[src/verilog/cta_pkg.sv]
// package: constants and types for the 4-bit cpu transfer/arith datapath
package cta_pkg;

	// widths
	localparam int CTA_DW = 4;
	localparam int CTA_IW = 10;
	localparam int CTA_PCW = 14;
	localparam int CTA_HALFW = 7;
	localparam int CTA_PTRW = 10;
	localparam int CTA_DEPTH = 8;
	localparam int CTA_IDXW = 3;

	// instruction classes, upper bits of the 10-bit word
	localparam logic [5:0] CTA_OP_XFER = 6'h00;
	localparam logic [5:0] CTA_OP_MISC = 6'h01;
	localparam logic [5:0] CTA_OP_LDA = 6'h02;
	localparam logic [5:0] CTA_OP_ADDI = 6'h03;
	localparam logic [1:0] CTA_PFX_LXY = 2'h3;
	localparam logic [2:0] CTA_PFX_TBL = 3'h4;

	// sub codes of CTA_OP_XFER, low nibble
	localparam logic [3:0] CTA_X_NOP = 4'h0;
	localparam logic [3:0] CTA_X_B_TO_ACC = 4'h1;
	localparam logic [3:0] CTA_X_ACC_TO_B = 4'h2;
	localparam logic [3:0] CTA_X_Y_TO_ACC = 4'h3;
	localparam logic [3:0] CTA_X_ACC_TO_Y = 4'h4;
	localparam logic [3:0] CTA_X_ACC_B_TO_E = 4'h5;
	localparam logic [3:0] CTA_X_E_TO_ACC_B = 4'h6;
	localparam logic [3:0] CTA_X_ACC_TO_PAGE_EXT = 4'h7;
	localparam logic [3:0] CTA_X_PAGE_EXT_TO_ACC = 4'h8;
	localparam logic [3:0] CTA_X_Z_TO_ACC = 4'h9;
	localparam logic [3:0] CTA_X_X_TO_ACC = 4'ha;
	localparam logic [3:0] CTA_X_INDEX_TO_ACC = 4'hb;
	localparam logic [3:0] CTA_X_ADD_MEM = 4'hc;
	localparam logic [3:0] CTA_X_ADD_MEM_CARRY = 4'hd;
	localparam logic [3:0] CTA_X_AND_MEM = 4'he;
	localparam logic [3:0] CTA_X_OR_MEM = 4'hf;

	// sub codes of CTA_OP_MISC
	localparam logic [3:0] CTA_M_SET_CARRY = 4'h0;
	localparam logic [3:0] CTA_M_RETURN_PLAIN = 4'h1;
	localparam logic [3:0] CTA_M_RETURN_SKIP = 4'h2;

	// wishbone register byte offsets
	localparam logic [7:0] CTA_REG_CTRL = 8'h00;
	localparam logic [7:0] CTA_REG_STATUS = 8'h04;
	localparam logic [7:0] CTA_REG_PC = 8'h08;
	localparam logic [7:0] CTA_REG_POINTER = 8'h0c;

	// control register fields
	localparam int CTA_CTRL_RUN = 0;
	localparam int CTA_CTRL_HIGH_EN = 1;
	localparam logic [1:0] CTA_CTRL_RESET = 2'h0;

	typedef enum logic [0:0] {
		CTA_EXEC = 1'b0,
		CTA_TBL = 1'b1
	} cta_phase_e;

	typedef struct packed {
		logic cyc;
		logic stb;
		logic we;
		logic [7:0] adr;
		logic [3:0] sel;
		logic [31:0] dat;
	} cta_wb_req_s;

	typedef struct packed {
		cta_phase_e phase;
		logic [CTA_DW-1:0] acc;
		logic [CTA_DW-1:0] b;
		logic [7:0] e;
		logic [CTA_DW-1:0] x;
		logic [CTA_DW-1:0] y;
		logic [1:0] z;
		logic [2:0] page_ext;
		logic carry;
		logic skip;
		logic [CTA_HALFW-1:0] pc_high;
		logic [CTA_HALFW-1:0] pc_low;
		logic [CTA_IDXW-1:0] index;
		logic [CTA_DEPTH-1:0][CTA_PCW-1:0] stack;
		logic [1:0] ctrl;
		logic wb_ack;
		logic [31:0] wb_dat;
	} cta_state_s;

endpackage : cta_pkg

[src/verilog/cta_datapath.sv]
// module: cpu register set, transfers, accumulator arithmetic and skip
//
// What this block does
// - ram pointer is x, y, z concatenated
// - program counter: 7-bit page, 7-bit word
// - eight-entry return stack, index up push
// - skip nullifies next instruction, pc advances once
// - skipped table fetch or return: one cycle
// - b, y and accumulator single copies
// - e upper from b, lower from accumulator
// - b from e upper, accumulator from lower
// - page extension to/from accumulator low three
// - z into accumulator low two, upper cleared
// - x copied fully into accumulator
// - stack index into accumulator, bit three cleared
// - add, and, or with ram word
// - add with carry updates carry; set carry
// - add 4-bit immediate to accumulator
// - table fetch pushes pc, jumps to page
// - high bits enable loads page ext from rom
// - fetched word to b/accumulator, then pop pc
// - address operands carry 7-bit page number
//
// Chosen here: the Wishbone register port and the address map.
`timescale 1ns/100ps

module cta_datapath (
	// clock and reset
	input wire logic clock,
	input wire logic srst,
	// program rom, read without latency
	output logic [cta_pkg::CTA_PCW-1:0] rom_addr,
	input wire logic [cta_pkg::CTA_IW-1:0] rom_data,
	// data ram, read without latency
	output logic [cta_pkg::CTA_PTRW-1:0] ram_addr,
	input wire logic [cta_pkg::CTA_DW-1:0] ram_rdata,
	// wishbone classic slave
	input wire cta_pkg::cta_wb_req_s wb_req,
	output logic wb_ack,
	output logic [31:0] wb_dat_o
);
	import cta_pkg::*;

	cta_state_s s_reg;
	cta_state_s s_next;

	////////////////////////////////////////////////////////////////////
	// decode

	logic run;
	logic fire;
	logic [5:0] op;
	logic [3:0] sub;
	logic is_xfer;
	logic is_misc;
	logic is_lxy;
	logic is_tbl;
	logic [4:0] add_sum;
	logic [4:0] addc_sum;
	logic [4:0] addi_sum;
	logic [CTA_IDXW-1:0] index_up;
	logic [CTA_HALFW-1:0] low_up;
	logic [CTA_PCW-1:0] pc_now;
	logic [31:0] status_word;
	logic wb_hit;

	assign run = s_reg.ctrl[CTA_CTRL_RUN];
	assign fire = run && s_reg.phase == CTA_EXEC && !s_reg.skip;
	assign op = rom_data[9:4];
	assign sub = rom_data[3:0];
	assign is_lxy = rom_data[9:8] == CTA_PFX_LXY;
	assign is_tbl = rom_data[9:7] == CTA_PFX_TBL;
	assign is_xfer = op == CTA_OP_XFER;
	assign is_misc = op == CTA_OP_MISC;
	assign add_sum = {1'b0, s_reg.acc} + {1'b0, ram_rdata};
	assign addc_sum = add_sum + {4'h0, s_reg.carry};
	assign addi_sum = {1'b0, s_reg.acc} + {1'b0, sub};
	assign index_up = s_reg.index + 3'h1;
	// next word stays within the page
	assign low_up = s_reg.pc_low + 7'h01;
	assign pc_now = {s_reg.pc_high, s_reg.pc_low};
	assign wb_hit = wb_req.cyc && wb_req.stb && !s_reg.wb_ack;
	assign status_word = {7'h00, s_reg.phase, s_reg.skip, s_reg.page_ext,
		s_reg.index, s_reg.carry, s_reg.e, s_reg.b, s_reg.acc};

	////////////////////////////////////////////////////////////////////
	// next state

	always_comb begin
		s_next = s_reg;
		// bus slave: ack one cycle after the strobe, dropped the next
		s_next.wb_ack = wb_hit;
		if (wb_hit) begin
			case (wb_req.adr)
				CTA_REG_CTRL: begin
					s_next.wb_dat = {30'h0, s_reg.ctrl};
					if (wb_req.we && wb_req.sel[0]) begin
						s_next.ctrl = wb_req.dat[1:0];
					end
				end
				CTA_REG_STATUS: begin
					s_next.wb_dat = status_word;
				end
				CTA_REG_PC: begin
					s_next.wb_dat = {18'h0, pc_now};
				end
				CTA_REG_POINTER: begin
					s_next.wb_dat = {22'h0, s_reg.x, s_reg.y, s_reg.z};
				end
				default: begin
					s_next.wb_dat = 32'h0;
				end
			endcase
		end
		if (run && s_reg.phase == CTA_TBL) begin
			// table word into b and accumulator, pop
			s_next.b = rom_data[7:4];
			s_next.acc = rom_data[3:0];
			s_next.pc_high = s_reg.stack[s_reg.index][13:7];
			s_next.pc_low = s_reg.stack[s_reg.index][6:0];
			s_next.index = s_reg.index - 3'h1;
			s_next.phase = CTA_EXEC;
			// page extension from rom bits 9, 8
			if (s_reg.ctrl[CTA_CTRL_HIGH_EN]) begin
				s_next.page_ext = {1'b0, rom_data[9:8]};
			end
		end else if (run && s_reg.skip) begin
			// nullify in place, pc moves by one
			// skipped table fetch or return takes one cycle
			s_next.skip = 1'b0;
			s_next.pc_low = low_up;
		end else if (fire) begin
			s_next.pc_low = low_up;
			if (is_tbl) begin
				// push return address, jump into table
				s_next.index = index_up;
				s_next.stack[index_up] = {s_reg.pc_high, low_up};
				s_next.pc_high = rom_data[6:0];
				s_next.pc_low = {s_reg.page_ext, s_reg.acc};
				s_next.phase = CTA_TBL;
			end else if (is_lxy) begin
				s_next.x = rom_data[7:4];
				s_next.y = rom_data[3:0];
			end else if (op == CTA_OP_LDA) begin
				s_next.acc = sub;
			end else if (op == CTA_OP_ADDI) begin
				// add immediate; overflow skips, carry kept
				s_next.acc = addi_sum[3:0];
				s_next.skip = addi_sum[4];
			end else if (is_misc) begin
				case (sub)
					CTA_M_SET_CARRY: begin
						s_next.carry = 1'b1;
					end
					CTA_M_RETURN_PLAIN, CTA_M_RETURN_SKIP: begin
						s_next.pc_high = s_reg.stack[s_reg.index][13:7];
						s_next.pc_low = s_reg.stack[s_reg.index][6:0];
						s_next.index = s_reg.index - 3'h1;
						s_next.skip = sub == CTA_M_RETURN_SKIP;
					end
					default: begin
						s_next.skip = 1'b0;
					end
				endcase
			end else if (is_xfer) begin
				// each transfer touches only its destinations
				case (sub)
					CTA_X_B_TO_ACC: begin
						s_next.acc = s_reg.b;
					end
					CTA_X_ACC_TO_B: begin
						s_next.b = s_reg.acc;
					end
					CTA_X_Y_TO_ACC: begin
						s_next.acc = s_reg.y;
					end
					CTA_X_ACC_TO_Y: begin
						s_next.y = s_reg.acc;
					end
					CTA_X_ACC_B_TO_E: begin
						s_next.e = {s_reg.b, s_reg.acc};
					end
					CTA_X_E_TO_ACC_B: begin
						s_next.b = s_reg.e[7:4];
						s_next.acc = s_reg.e[3:0];
					end
					CTA_X_ACC_TO_PAGE_EXT: begin
						s_next.page_ext = s_reg.acc[2:0];
					end
					CTA_X_PAGE_EXT_TO_ACC: begin
						s_next.acc = {s_reg.acc[3], s_reg.page_ext};
					end
					CTA_X_Z_TO_ACC: begin
						s_next.acc = {2'h0, s_reg.z};
					end
					CTA_X_X_TO_ACC: begin
						s_next.acc = s_reg.x;
					end
					CTA_X_INDEX_TO_ACC: begin
						s_next.acc = {1'b0, s_reg.index};
					end
					CTA_X_ADD_MEM: begin
						s_next.acc = add_sum[3:0];
					end
					// add with carry in and out
					CTA_X_ADD_MEM_CARRY: begin
						s_next.acc = addc_sum[3:0];
						s_next.carry = addc_sum[4];
					end
					CTA_X_AND_MEM: begin
						s_next.acc = s_reg.acc & ram_rdata;
					end
					CTA_X_OR_MEM: begin
						s_next.acc = s_reg.acc | ram_rdata;
					end
					default: begin
						s_next.acc = s_reg.acc;
					end
				endcase
			end
		end
	end

	////////////////////////////////////////////////////////////////////
	// state register

	always_ff @(posedge clock) begin
		if (srst) begin
			s_reg <= '0;
			s_reg.phase <= CTA_EXEC;
			s_reg.ctrl <= CTA_CTRL_RESET;
		end else begin
			s_reg <= s_next;
		end
	end

	assign rom_addr = pc_now;
	assign ram_addr = {s_reg.x, s_reg.y, s_reg.z};
	assign wb_ack = s_reg.wb_ack;
	assign wb_dat_o = s_reg.wb_dat;

	logic x_b_to_acc;
	logic x_acc_b_to_e_register;
	logic x_amc;
	logic x_stack_index_to_acc;
	logic x_z;
	assign x_b_to_acc = fire && is_xfer && sub == CTA_X_B_TO_ACC;
	assign x_acc_b_to_e_register = fire && is_xfer && sub == CTA_X_ACC_B_TO_E;
	assign x_amc = fire && is_xfer && sub == CTA_X_ADD_MEM_CARRY;
	assign x_stack_index_to_acc = fire && is_xfer && sub == CTA_X_INDEX_TO_ACC;
	assign x_z = fire && is_xfer && sub == CTA_X_Z_TO_ACC;
endmodule : cta_datapath

[config.mk]
export PLATFORM = sky130hd
export DESIGN_NAME = cta_datapath
export DESIGN_NICKNAME = d
export VERILOG_FILES = /design/src/verilog/cta_pkg.sv /design/src/verilog/cta_datapath.sv
export SDC_FILE = /design/constraint.sdc
export NUM_CORES = 1
export LEC_CHECK = 0
export BUFFER_PORTS_ARGS = -buffer_cell sky130_fd_sc_hd__clkbuf_2
export CORE_MARGIN = 2
export CORE_UTILIZATION = 45
export DETAILED_ROUTE_END_ITERATION = 12
export GPL_ROUTABILITY_DRIVEN = 0
export GPL_TIMING_DRIVEN = 1
export HOLD_SLACK_MARGIN = 0.08
export PLACE_DENSITY = 0.72
export SYNTH_ARGS = -nofsm -noshare
export SYNTH_HDL_FRONTEND = slang
export SYNTH_SLANG_ARGS = --single-unit
[constraint.sdc]
create_clock -name clock -period 3.31 [get_ports clock]
set_input_delay 0.331 -clock clock [delete_from_list [all_inputs] [get_ports clock]]
set_output_delay 0.331 -clock clock [all_outputs]
set_load 0.005 [all_outputs]
==> summary.txt, run 1 <==
Cells and area
  • FILL cells: between 2,000 and 2,500
  • Signed area change from the synthesized netlist to the final layout: 8.344%
  • Area of all placed cells without fillers: 0.01067 sq mm
  • Final nets: about 1,200
  • Share of layout cells above drive strength 1: 17.33%
  • Diode count: 0
  • Final cell count without fillers: 1,428

GRT
  • Via count of the first global-routing pass: around 7,900
  • Largest net degree at the start of global routing: between 100 and 150
  • Total global routing overflow: 0
  • Total GRT Usage: 23.11%
  • Global-route wire length before repair: 43.31 mm
  • Number of antenna violations at the first check in global routing: 0

Logic synthesis
  • Most frequent cells after synthesis: sky130_fd_sc_hd__dfxtp_1, sky130_fd_sc_hd__nand2_1, sky130_fd_sc_hd__nor2_1, sky130_fd_sc_hd__a21oi_1, sky130_fd_sc_hd__buf_4
  • Part of the Yosys area used for sequential elements: 38.00%
  • Number of warnings reported in the yosys synthesis log: 0
  • Top-count cell post-synth: sky130_fd_sc_hd__dfxtp_1
  • Gate count of the mapped netlist: between 1,000 and 1,500
  • Seq cells post-synth: 187
  • Synthesized area divided by synthesized cell count: between 8 and 9 sq um
  • Share of flip-flops with an asynchronous set or reset after synthesis: 0%
  • Biggest area contributors in the synthesized netlist: sky130_fd_sc_hd__dfxtp_1, sky130_fd_sc_hd__mux4_2, sky130_fd_sc_hd__nand2_1, sky130_fd_sc_hd__a21oi_1, sky130_fd_sc_hd__nor2_1
  • Top-area cell type share of the netlist area: 38.00%
  • Cell area after technology mapping: 0.009852 sq mm
  • Cell taking the most area after synthesis: sky130_fd_sc_hd__dfxtp_1
  • Yosys cell types: 83
  • Flip-flop cell with the highest count after synthesis: sky130_fd_sc_hd__dfxtp_1
  • Number of synthesized flops with an enable pin: 0

Critical path
  • Cells along the critical path: ha_1 > inv_1 > fa_1 > inv_1 > ha_1 > inv_1 > or4_1 > xnor2_1 > and4_1 > nor3_1
  • Largest fanout on the critical path: 3
  • Kind of critical path: register to register
  • Worst setup SP type: register
  • Maximum cell stage delay along the critical path: 0.54 ns
  • Worst path slowest cell: sky130_fd_sc_hd__or4_1
  • Required arrival time at the worst endpoint: 3.60 ns
  • Worst Setup End Kind: register
  • Crit path top cell by count: sky130_fd_sc_hd__inv_1
  • Data arrival at the endpoint of the critical path: 2.85 ns

Power and ir drop
  • Peak supply drop: 360.6 uV
  • Power per Cell Area: ~440 mW/mm^2
  • Leak Pwr: ~3.8 nW

Clocking
  • CTS-repair resized insts: 0
  • Maximum clock path buffer count: 2
  • Root Buffer Master: sky130_fd_sc_hd__clkbuf_16
  • Clock insertion delay at the later pin of the skew report: 0.44 ns
  • Clock tree from TritonCTS: done
  • TritonCTS buffer count: 17
  • Clk sink count: 187
  • Clock transition at the registers of the reported paths: ~0.070 ns
  • Number of hold buffers added after CTS: 0
  • Number of levels the H-tree was split into: 4
  • Post-CTS Setup Inserts: 0

Detailed routing
  • Routed WL per cell: 19.05 um
  • 1st-iter DRT viols: 655
  • Antenna Nets Post-Route: 0
  • Post-route DRC: 0
  • Overall via count from detail_route: 8,422
  • Via density per instance: 5.898
  • Detailed-router iteration count before antenna repair: 6
  • Wire length after detailed routing: roughly 27 mm

STA
  • Clk_skew: 0.01112 ns
  • Post-layout min period: 2.560 ns
  • Slew @ Worst Pin: 0.8547 ns
  • Hold Vio Cnt, Final: 0
  • Setup-violating endpoint count in the final report: 0
  • RSZ-0062 raised after global routing: false
  • Remaining max-slew budget at the tightest pin: 42.61%
  • Max Clk Rate: 390.6 MHz
  • Setup_tns: 0 ns
  • Number of max-slew violations in the final report: 0
  • Final Cycle Share: 77.35%

Floorplanning
  • Starting Density: 45.43%
  • Number of placed I/O pins: 120
  • Total die area: 0.02309 sq mm
  • Floorplan core area: 0.02169 sq mm
  • Die extent in x: around 150 um
  • Die height: 152.0 um
  • Number of core rows: 54

Job
  • Max cap viols: 0

Hold path
  • Type of the tightest min-delay check: input port to register

Outcome
  • Run status: finished clean

Place
  • Cell area reported after detailed placement: around 0.010 sq mm
  • Post-placement cell count: 1,396
  • Detailed-placement wirelength estimate: ~19 mm
  • IO buf count: 77
final timing paths:
| check | startpoint | endpoint | slack (ns) | depth (start not counted) |
|---|---|---|---|---|
| setup / recovery | s_reg[191] | s_reg[165] | 0.75 | 10 |
| hold / removal | wb_req[1] | s_reg[34] | 0.14 | 3 |
| setup reg to reg | s_reg[191] | s_reg[165] | 0.75 | 10 |
| hold reg to reg | register | register | 0.45 | 2 |
layout make-up:
cell class / count / area [sq um] / area share [%]
Sequential cell: 187 / 3746 / 35.10
Clock buffer: 18 / 439.2 / 4.114
Tap cell: 280 / 350.3 / 3.282
Inverter: 27 / 101.3 / 0.9495
Clock inverter: 14 / 200.2 / 1.876
Multi-Input combinational cell: 799 / 5241 / 49.10
Timing Repair Buffer: 103 / 595.6 / 5.580
layout by cell type (no fill, tap or decap), drive strengths merged, types with 8 or more instances in the layout:
cell,n
dfxtp,187
nand2,167
nor2,144
a21oi,115
clkbuf,94
a211oi,49
inv,33
a22oi,30
mux2i,30
mux4,28
buf,27
o21ai,20
nand3,20
ha,17
nor3,17
a22o,12
nor2b,9
mux2,9
xor2,9
conb,9
a221o,8
where the power goes:
part           internal, W  switching (W)
Combinational    0.0000769       0.000183
Sequential         0.00225     0.00000226
Clock              0.00124       0.000968
Total              0.00357        0.00115
worst max-delay path: cells and delay by family (launching register included):
family / cells / cell delay (ns)
AND/OR/NAND/NOR: 3 / 0.80
buffers and inverters: 3 / 0.19
adder cells (fa/ha/maj): 3 / 0.86
XOR/XNOR: 1 / 0.21
flip-flops: 1 / 0.35
per-stage QoR:
stage	total power, W	util, %	hold slack (ns)	setup WS [ns]
floorplan	0.002491	-	0.4331	0.4783
global placement	0.002557	46.27	0.4384	0.7152
detailed placement	0.002560	46.27	0.4461	0.7189
CTS	0.004737	49.22	0.1376	0.7859
global route	0.004848	49.22	0.1794	0.5348
finish	0.004721	49.22	0.1448	0.7498
kinds of logic after synthesis:
group	share of synthesized area (%)
AOI/OAI and AO/OA	20.03
xor gates and xnor gates	1.473
adders and majority gates	2.565
buffers and inverters	9.106
DFF	38.00
muxes	10.48
other	0.03806
and+or+nand+nor	18.31
metal layers:
metal / vias to the layer above / share of wire, % / global-route usage (%)
li1: 3998 / - / -
met1: 4086 / 43 / 30.05
met2: 273 / 49 / 39.02
met3: 65 / 5.5 / 3.651
met4: 0 / 3.2 / 8.322
met5: - / 0 / 0
Note: power is estimated with default switching activity, not from simulation.
==> run 2: changes to the inputs <==
- ABC_AREA: unset -> 1
- PLACE_DENSITY: 0.72 -> 0.75
- clock period: 3.31 -> 2.25 ns (I/O delays scaled with it)
==> run 2 against run 1 <==
Combinational power barely moved. Synthesized area rose by 0.89%. Cell count rose by 22%. Fmax rose by 17%. Worst hold slack got worse by 0.049 ns. Critical path depth rose by 7. Sequential power rose by 48%. Global-route usage rose by 0.84 points.
==> summary.txt, run 2 <==
STA
  • Slew @ Worst Pin: 0.8705 ns
  • Clk_skew: 0.009504 ns
  • Setup WS post-layout: 0.06949 ns
  • Post-layout min period: 2.181 ns
  • Hold Vio Cnt, Final: 0
  • Setup-violating endpoint count in the final report: 0
  • Final Cycle Share: between 90% and 100%
  • Number of max-slew violations in the final report: 0
  • Setup_tns: 0 ns
  • Max Clk Rate: about 460 MHz
  • Remaining max-slew budget at the tightest pin: around two fifths

Logic synthesis
  • Share of flip-flops with an asynchronous set or reset after synthesis: 0%
  • Cell area after technology mapping: 0.009940 sq mm
  • Yosys cell types: 46
  • Top-count cell post-synth: sky130_fd_sc_hd__nand2_1
  • Synthesized-area fraction occupied by and/or/nand/nor cells: roughly a quarter
  • Seq cells post-synth: 187
  • Flip-flop cell with the highest count after synthesis: sky130_fd_sc_hd__dfxtp_1
  • Top-area cell type share of the netlist area: 37.66%
  • Part of the Yosys area used for sequential elements: a little under two fifths
  • Main combinational cell family by area after synthesis: simple AND/OR/NAND/NOR gates
  • Gate count of the mapped netlist: 1,438
  • Post-Synth Adder-Cell Area: 2.543%
  • Compound-Gate Fraction of Synth Area: 22.39%
  • Fraction of synthesized area in multiplexers: 0%
  • Biggest area contributors in the synthesized netlist: sky130_fd_sc_hd__dfxtp_1, sky130_fd_sc_hd__nand2_1, sky130_fd_sc_hd__o21ai_0, sky130_fd_sc_hd__nor2_1, sky130_fd_sc_hd__a21oi_1
  • Most frequent cells after synthesis: sky130_fd_sc_hd__nand2_1, sky130_fd_sc_hd__o21ai_0, sky130_fd_sc_hd__nor2_1, sky130_fd_sc_hd__dfxtp_1, sky130_fd_sc_hd__a21oi_1
  • Synthesized area divided by synthesized cell count: 6.912 sq um
  • Number of warnings reported in the yosys synthesis log: 0
  • Cell taking the most area after synthesis: sky130_fd_sc_hd__dfxtp_1
  • Post-synthesis xor/xnor area fraction: less than 1%
  • Number of synthesized flops with an enable pin: 0

Detailed routing
  • Overall via count from detail_route: 9,714
  • Post-route DRC: 0
  • Antenna Nets Post-Route: 0
  • Routed WL per cell: 16.25 um
  • 1st-iter DRT viols: 1,080
  • Wire length after detailed routing: 28.30 mm
  • Detailed-router iteration count before antenna repair: 7
  • Via density per instance: 5.576

Critical path
  • Reg2Reg Depth: 17
  • Worst setup SP type: register
  • Reg-to-Reg Start: s_reg[191]
  • Family with the most delay on the worst path: simple AND/OR/NAND/NOR gates
  • R2r endpoint: s_reg[193]
  • Cells along the critical path: ha_4 > inv_2 > fa_2 > inv_1 > nand2_1 > nand2_1 > inv_1 > nand2_1 > nand2_1 > nor2_1 > nand2_1 > o21ai_2 > nand2_1 > nand2_1 > nand2_1 > nand2_1 > a21oi_1
  • Kind of critical path: register to register
  • Maximum cell stage delay along the critical path: 0.36 ns
  • Worst Setup End Kind: register
  • Worst path slowest cell: sky130_fd_sc_hd__dfxtp_4
  • Data arrival at the endpoint of the critical path: 2.49 ns
  • Largest fanout on the critical path: 3
  • Required arrival time at the worst endpoint: 2.56 ns
  • Worst setup slack for register-to-register paths: slightly below 0.07 ns
  • Crit path top cell by count: sky130_fd_sc_hd__nand2_1
  • CP Buf/Inv Count: 3

Power and ir drop
  • Net switching power: approximately 0.0015 W
  • Leak Pwr: 4.742 nW
  • Peak supply drop: roughly 480 uV
  • Clock network power share: 46.4%
  • Cell internal pwr: just over 0.005 W
  • Switching part of the total: 23.03%
  • Proportion of power drawn by combinational gates: 3.9%
  • Sequential fraction of design power: 49.7%
  • Power per Cell Area: 612.6 mW/mm^2

Cells and area
  • Final nets: 1,533
  • Area of all placed cells without fillers: 0.01089 sq mm
  • Diode count: 0
  • Highest-count cells in the layout ignoring fill and taps: sky130_fd_sc_hd__nand2_1, sky130_fd_sc_hd__o21ai_0, sky130_fd_sc_hd__nor2_1
  • FILL cells: 2,097
  • Commonest non-fill, non-tap cell in the layout: sky130_fd_sc_hd__nand2_1
  • Share of layout cells above drive strength 1: about 14%
  • Signed area change from the synthesized netlist to the final layout: 9.592%
  • Final core utilization: 50.07%

Clocking
  • Clock tree from TritonCTS: done
  • Clk sink count: approximately 190
  • Clock transition at the registers of the reported paths: 0.07 ns
  • Number of hold buffers added after CTS: 0
  • Number of levels the H-tree was split into: 4
  • Maximum clock path buffer count: 2
  • Root Buffer Master: sky130_fd_sc_hd__clkbuf_16
  • Clock insertion delay at the later pin of the skew report: 0.44 ns
  • Post-CTS Setup Inserts: 0
  • CTS-repair resized insts: 0
  • TritonCTS buffer count: 17

GRT
  • Number of antenna violations at the first check in global routing: 1
  • Largest net degree at the start of global routing: 85
  • Most used routing layer in global routing: met2
  • Total GRT Usage: 23.95%
  • Via count of the first global-routing pass: 8,795
  • M2 GR Usage: between 30% and 40%
  • Total global routing overflow: 0
  • Met3 capacity usage during global routing: 4.408%
  • Global-route wire length before repair: about 46 mm
  • Met1 layer usage reported by global route: 30.93%

Hold path
  • Startpoint of the lowest-slack hold path: wb_req[1]
  • Hold Path Cell Cnt: 3
  • Type of the tightest min-delay check: input port to register
  • Endpoint, Worst Hold: s_reg[34]

Floorplanning
  • Number of placed I/O pins: 120
  • Number of core rows: 54
  • Die height: roughly 150 um
  • Starting Density: 45.69%
  • Total die area: approximately 0.023 sq mm
  • Die extent in x: 152.6 um
  • Floorplan core area: 0.02176 sq mm

Outcome
  • Run status: finished clean

Place
  • Post-place setup slack: 0.05242 ns
  • Detailed-placement wirelength estimate: 19.94 mm
  • IO buf count: 77
  • Cell area reported after detailed placement: 0.01026 sq mm

Job
  • Max cap viols: 0
-- run 2: changes by cell type after synthesis, moves of 12 or more --
cell                       before  now
sky130_fd_sc_hd__a211oi_1      49    4
sky130_fd_sc_hd__a21oi_1      113  133
sky130_fd_sc_hd__a22oi_1       30    4
sky130_fd_sc_hd__inv_1         27   89
sky130_fd_sc_hd__mux2i_1       30    0
sky130_fd_sc_hd__mux4_2        28    0
sky130_fd_sc_hd__nand2_1      165  268
sky130_fd_sc_hd__nand3_1       19   65
sky130_fd_sc_hd__nor2_1       141  195
sky130_fd_sc_hd__o21ai_0       19  199
sky130_fd_sc_hd__o21ai_1        1   13
sky130_fd_sc_hd__o22ai_1        1   22
-- run 2: worst max path at each step --
stage	startpoint	end	cells past startpoint	slack [ns]
detailed placement	rom_data[6]	rom_addr[8]	12	0.05
CTS	s_reg[191]	s_reg[192]	13	0.05
floorplan	s_reg[191]	s_reg[192]	13	0.18
finish	s_reg[191]	s_reg[193]	17	0.07
global route	s_reg[191]	s_reg[194]	16	-0.02
global placement	s_reg[191]	s_reg[192]	13	0.07
-- run 2: final cells by class --
type,count,area [sq um],share of cell area (%)
clock buffer,17,425.4,3.905
clock inverter,13,166.4,1.528
inverter,107,415.4,3.813
multi-input combinational,1015,5044,46.30
sequential,187,3749,34.41
tap,280,350.3,3.216
timing repair buffer,123,743.2,6.823
-- run 2: per-layer routing --
metal,up-vias,part of all wire (%)
li1,4730,-
met1,4540,43
met2,360,47
met3,82,6.2
met4,2,4.3
met5,-,0.046
-- run 2: metrics by stage --
step	hold slack [ns]	cells	total power (W)
after floorplan	0.3822	1446	0.003573
after global placement	0.4378	1712	0.003642
after detailed placement	0.4425	1712	0.003645
after CTS	0.08950	1742	0.006682
after global routing	0.1076	1742	0.006858
final	0.09626	1742	0.006673
-- run 2: power by group through the flow --
stage / Sequential (W) / Combinational [W] / Clock (W)
floorplan: 0.00339 / 0.000179 / 0
global placement: 0.00340 / 0.000246 / 0
detailed placement: 0.00340 / 0.000250 / 0
CTS: 0.00332 / 0.000251 / 0.00311
global route: 0.00332 / 0.000288 / 0.00325
finish: 0.00332 / 0.000261 / 0.00309
-- run 2: logic make-up after synthesis --
family | count (synthesis)
and+or+nand+nor | 569
xor gates and xnor gates | 6
buffers and inverters | 244
adders and majority gates | 19
other | 1
DFF | 187
AOI/OAI and AO/OA | 412
-- run 2: tightest hold or removal path, delay by kind of cell --
family | cells | cell delay [ns]
AOI/OAI and AO/OA | 2 | 0.19
buffers and inverters | 1 | 0.08
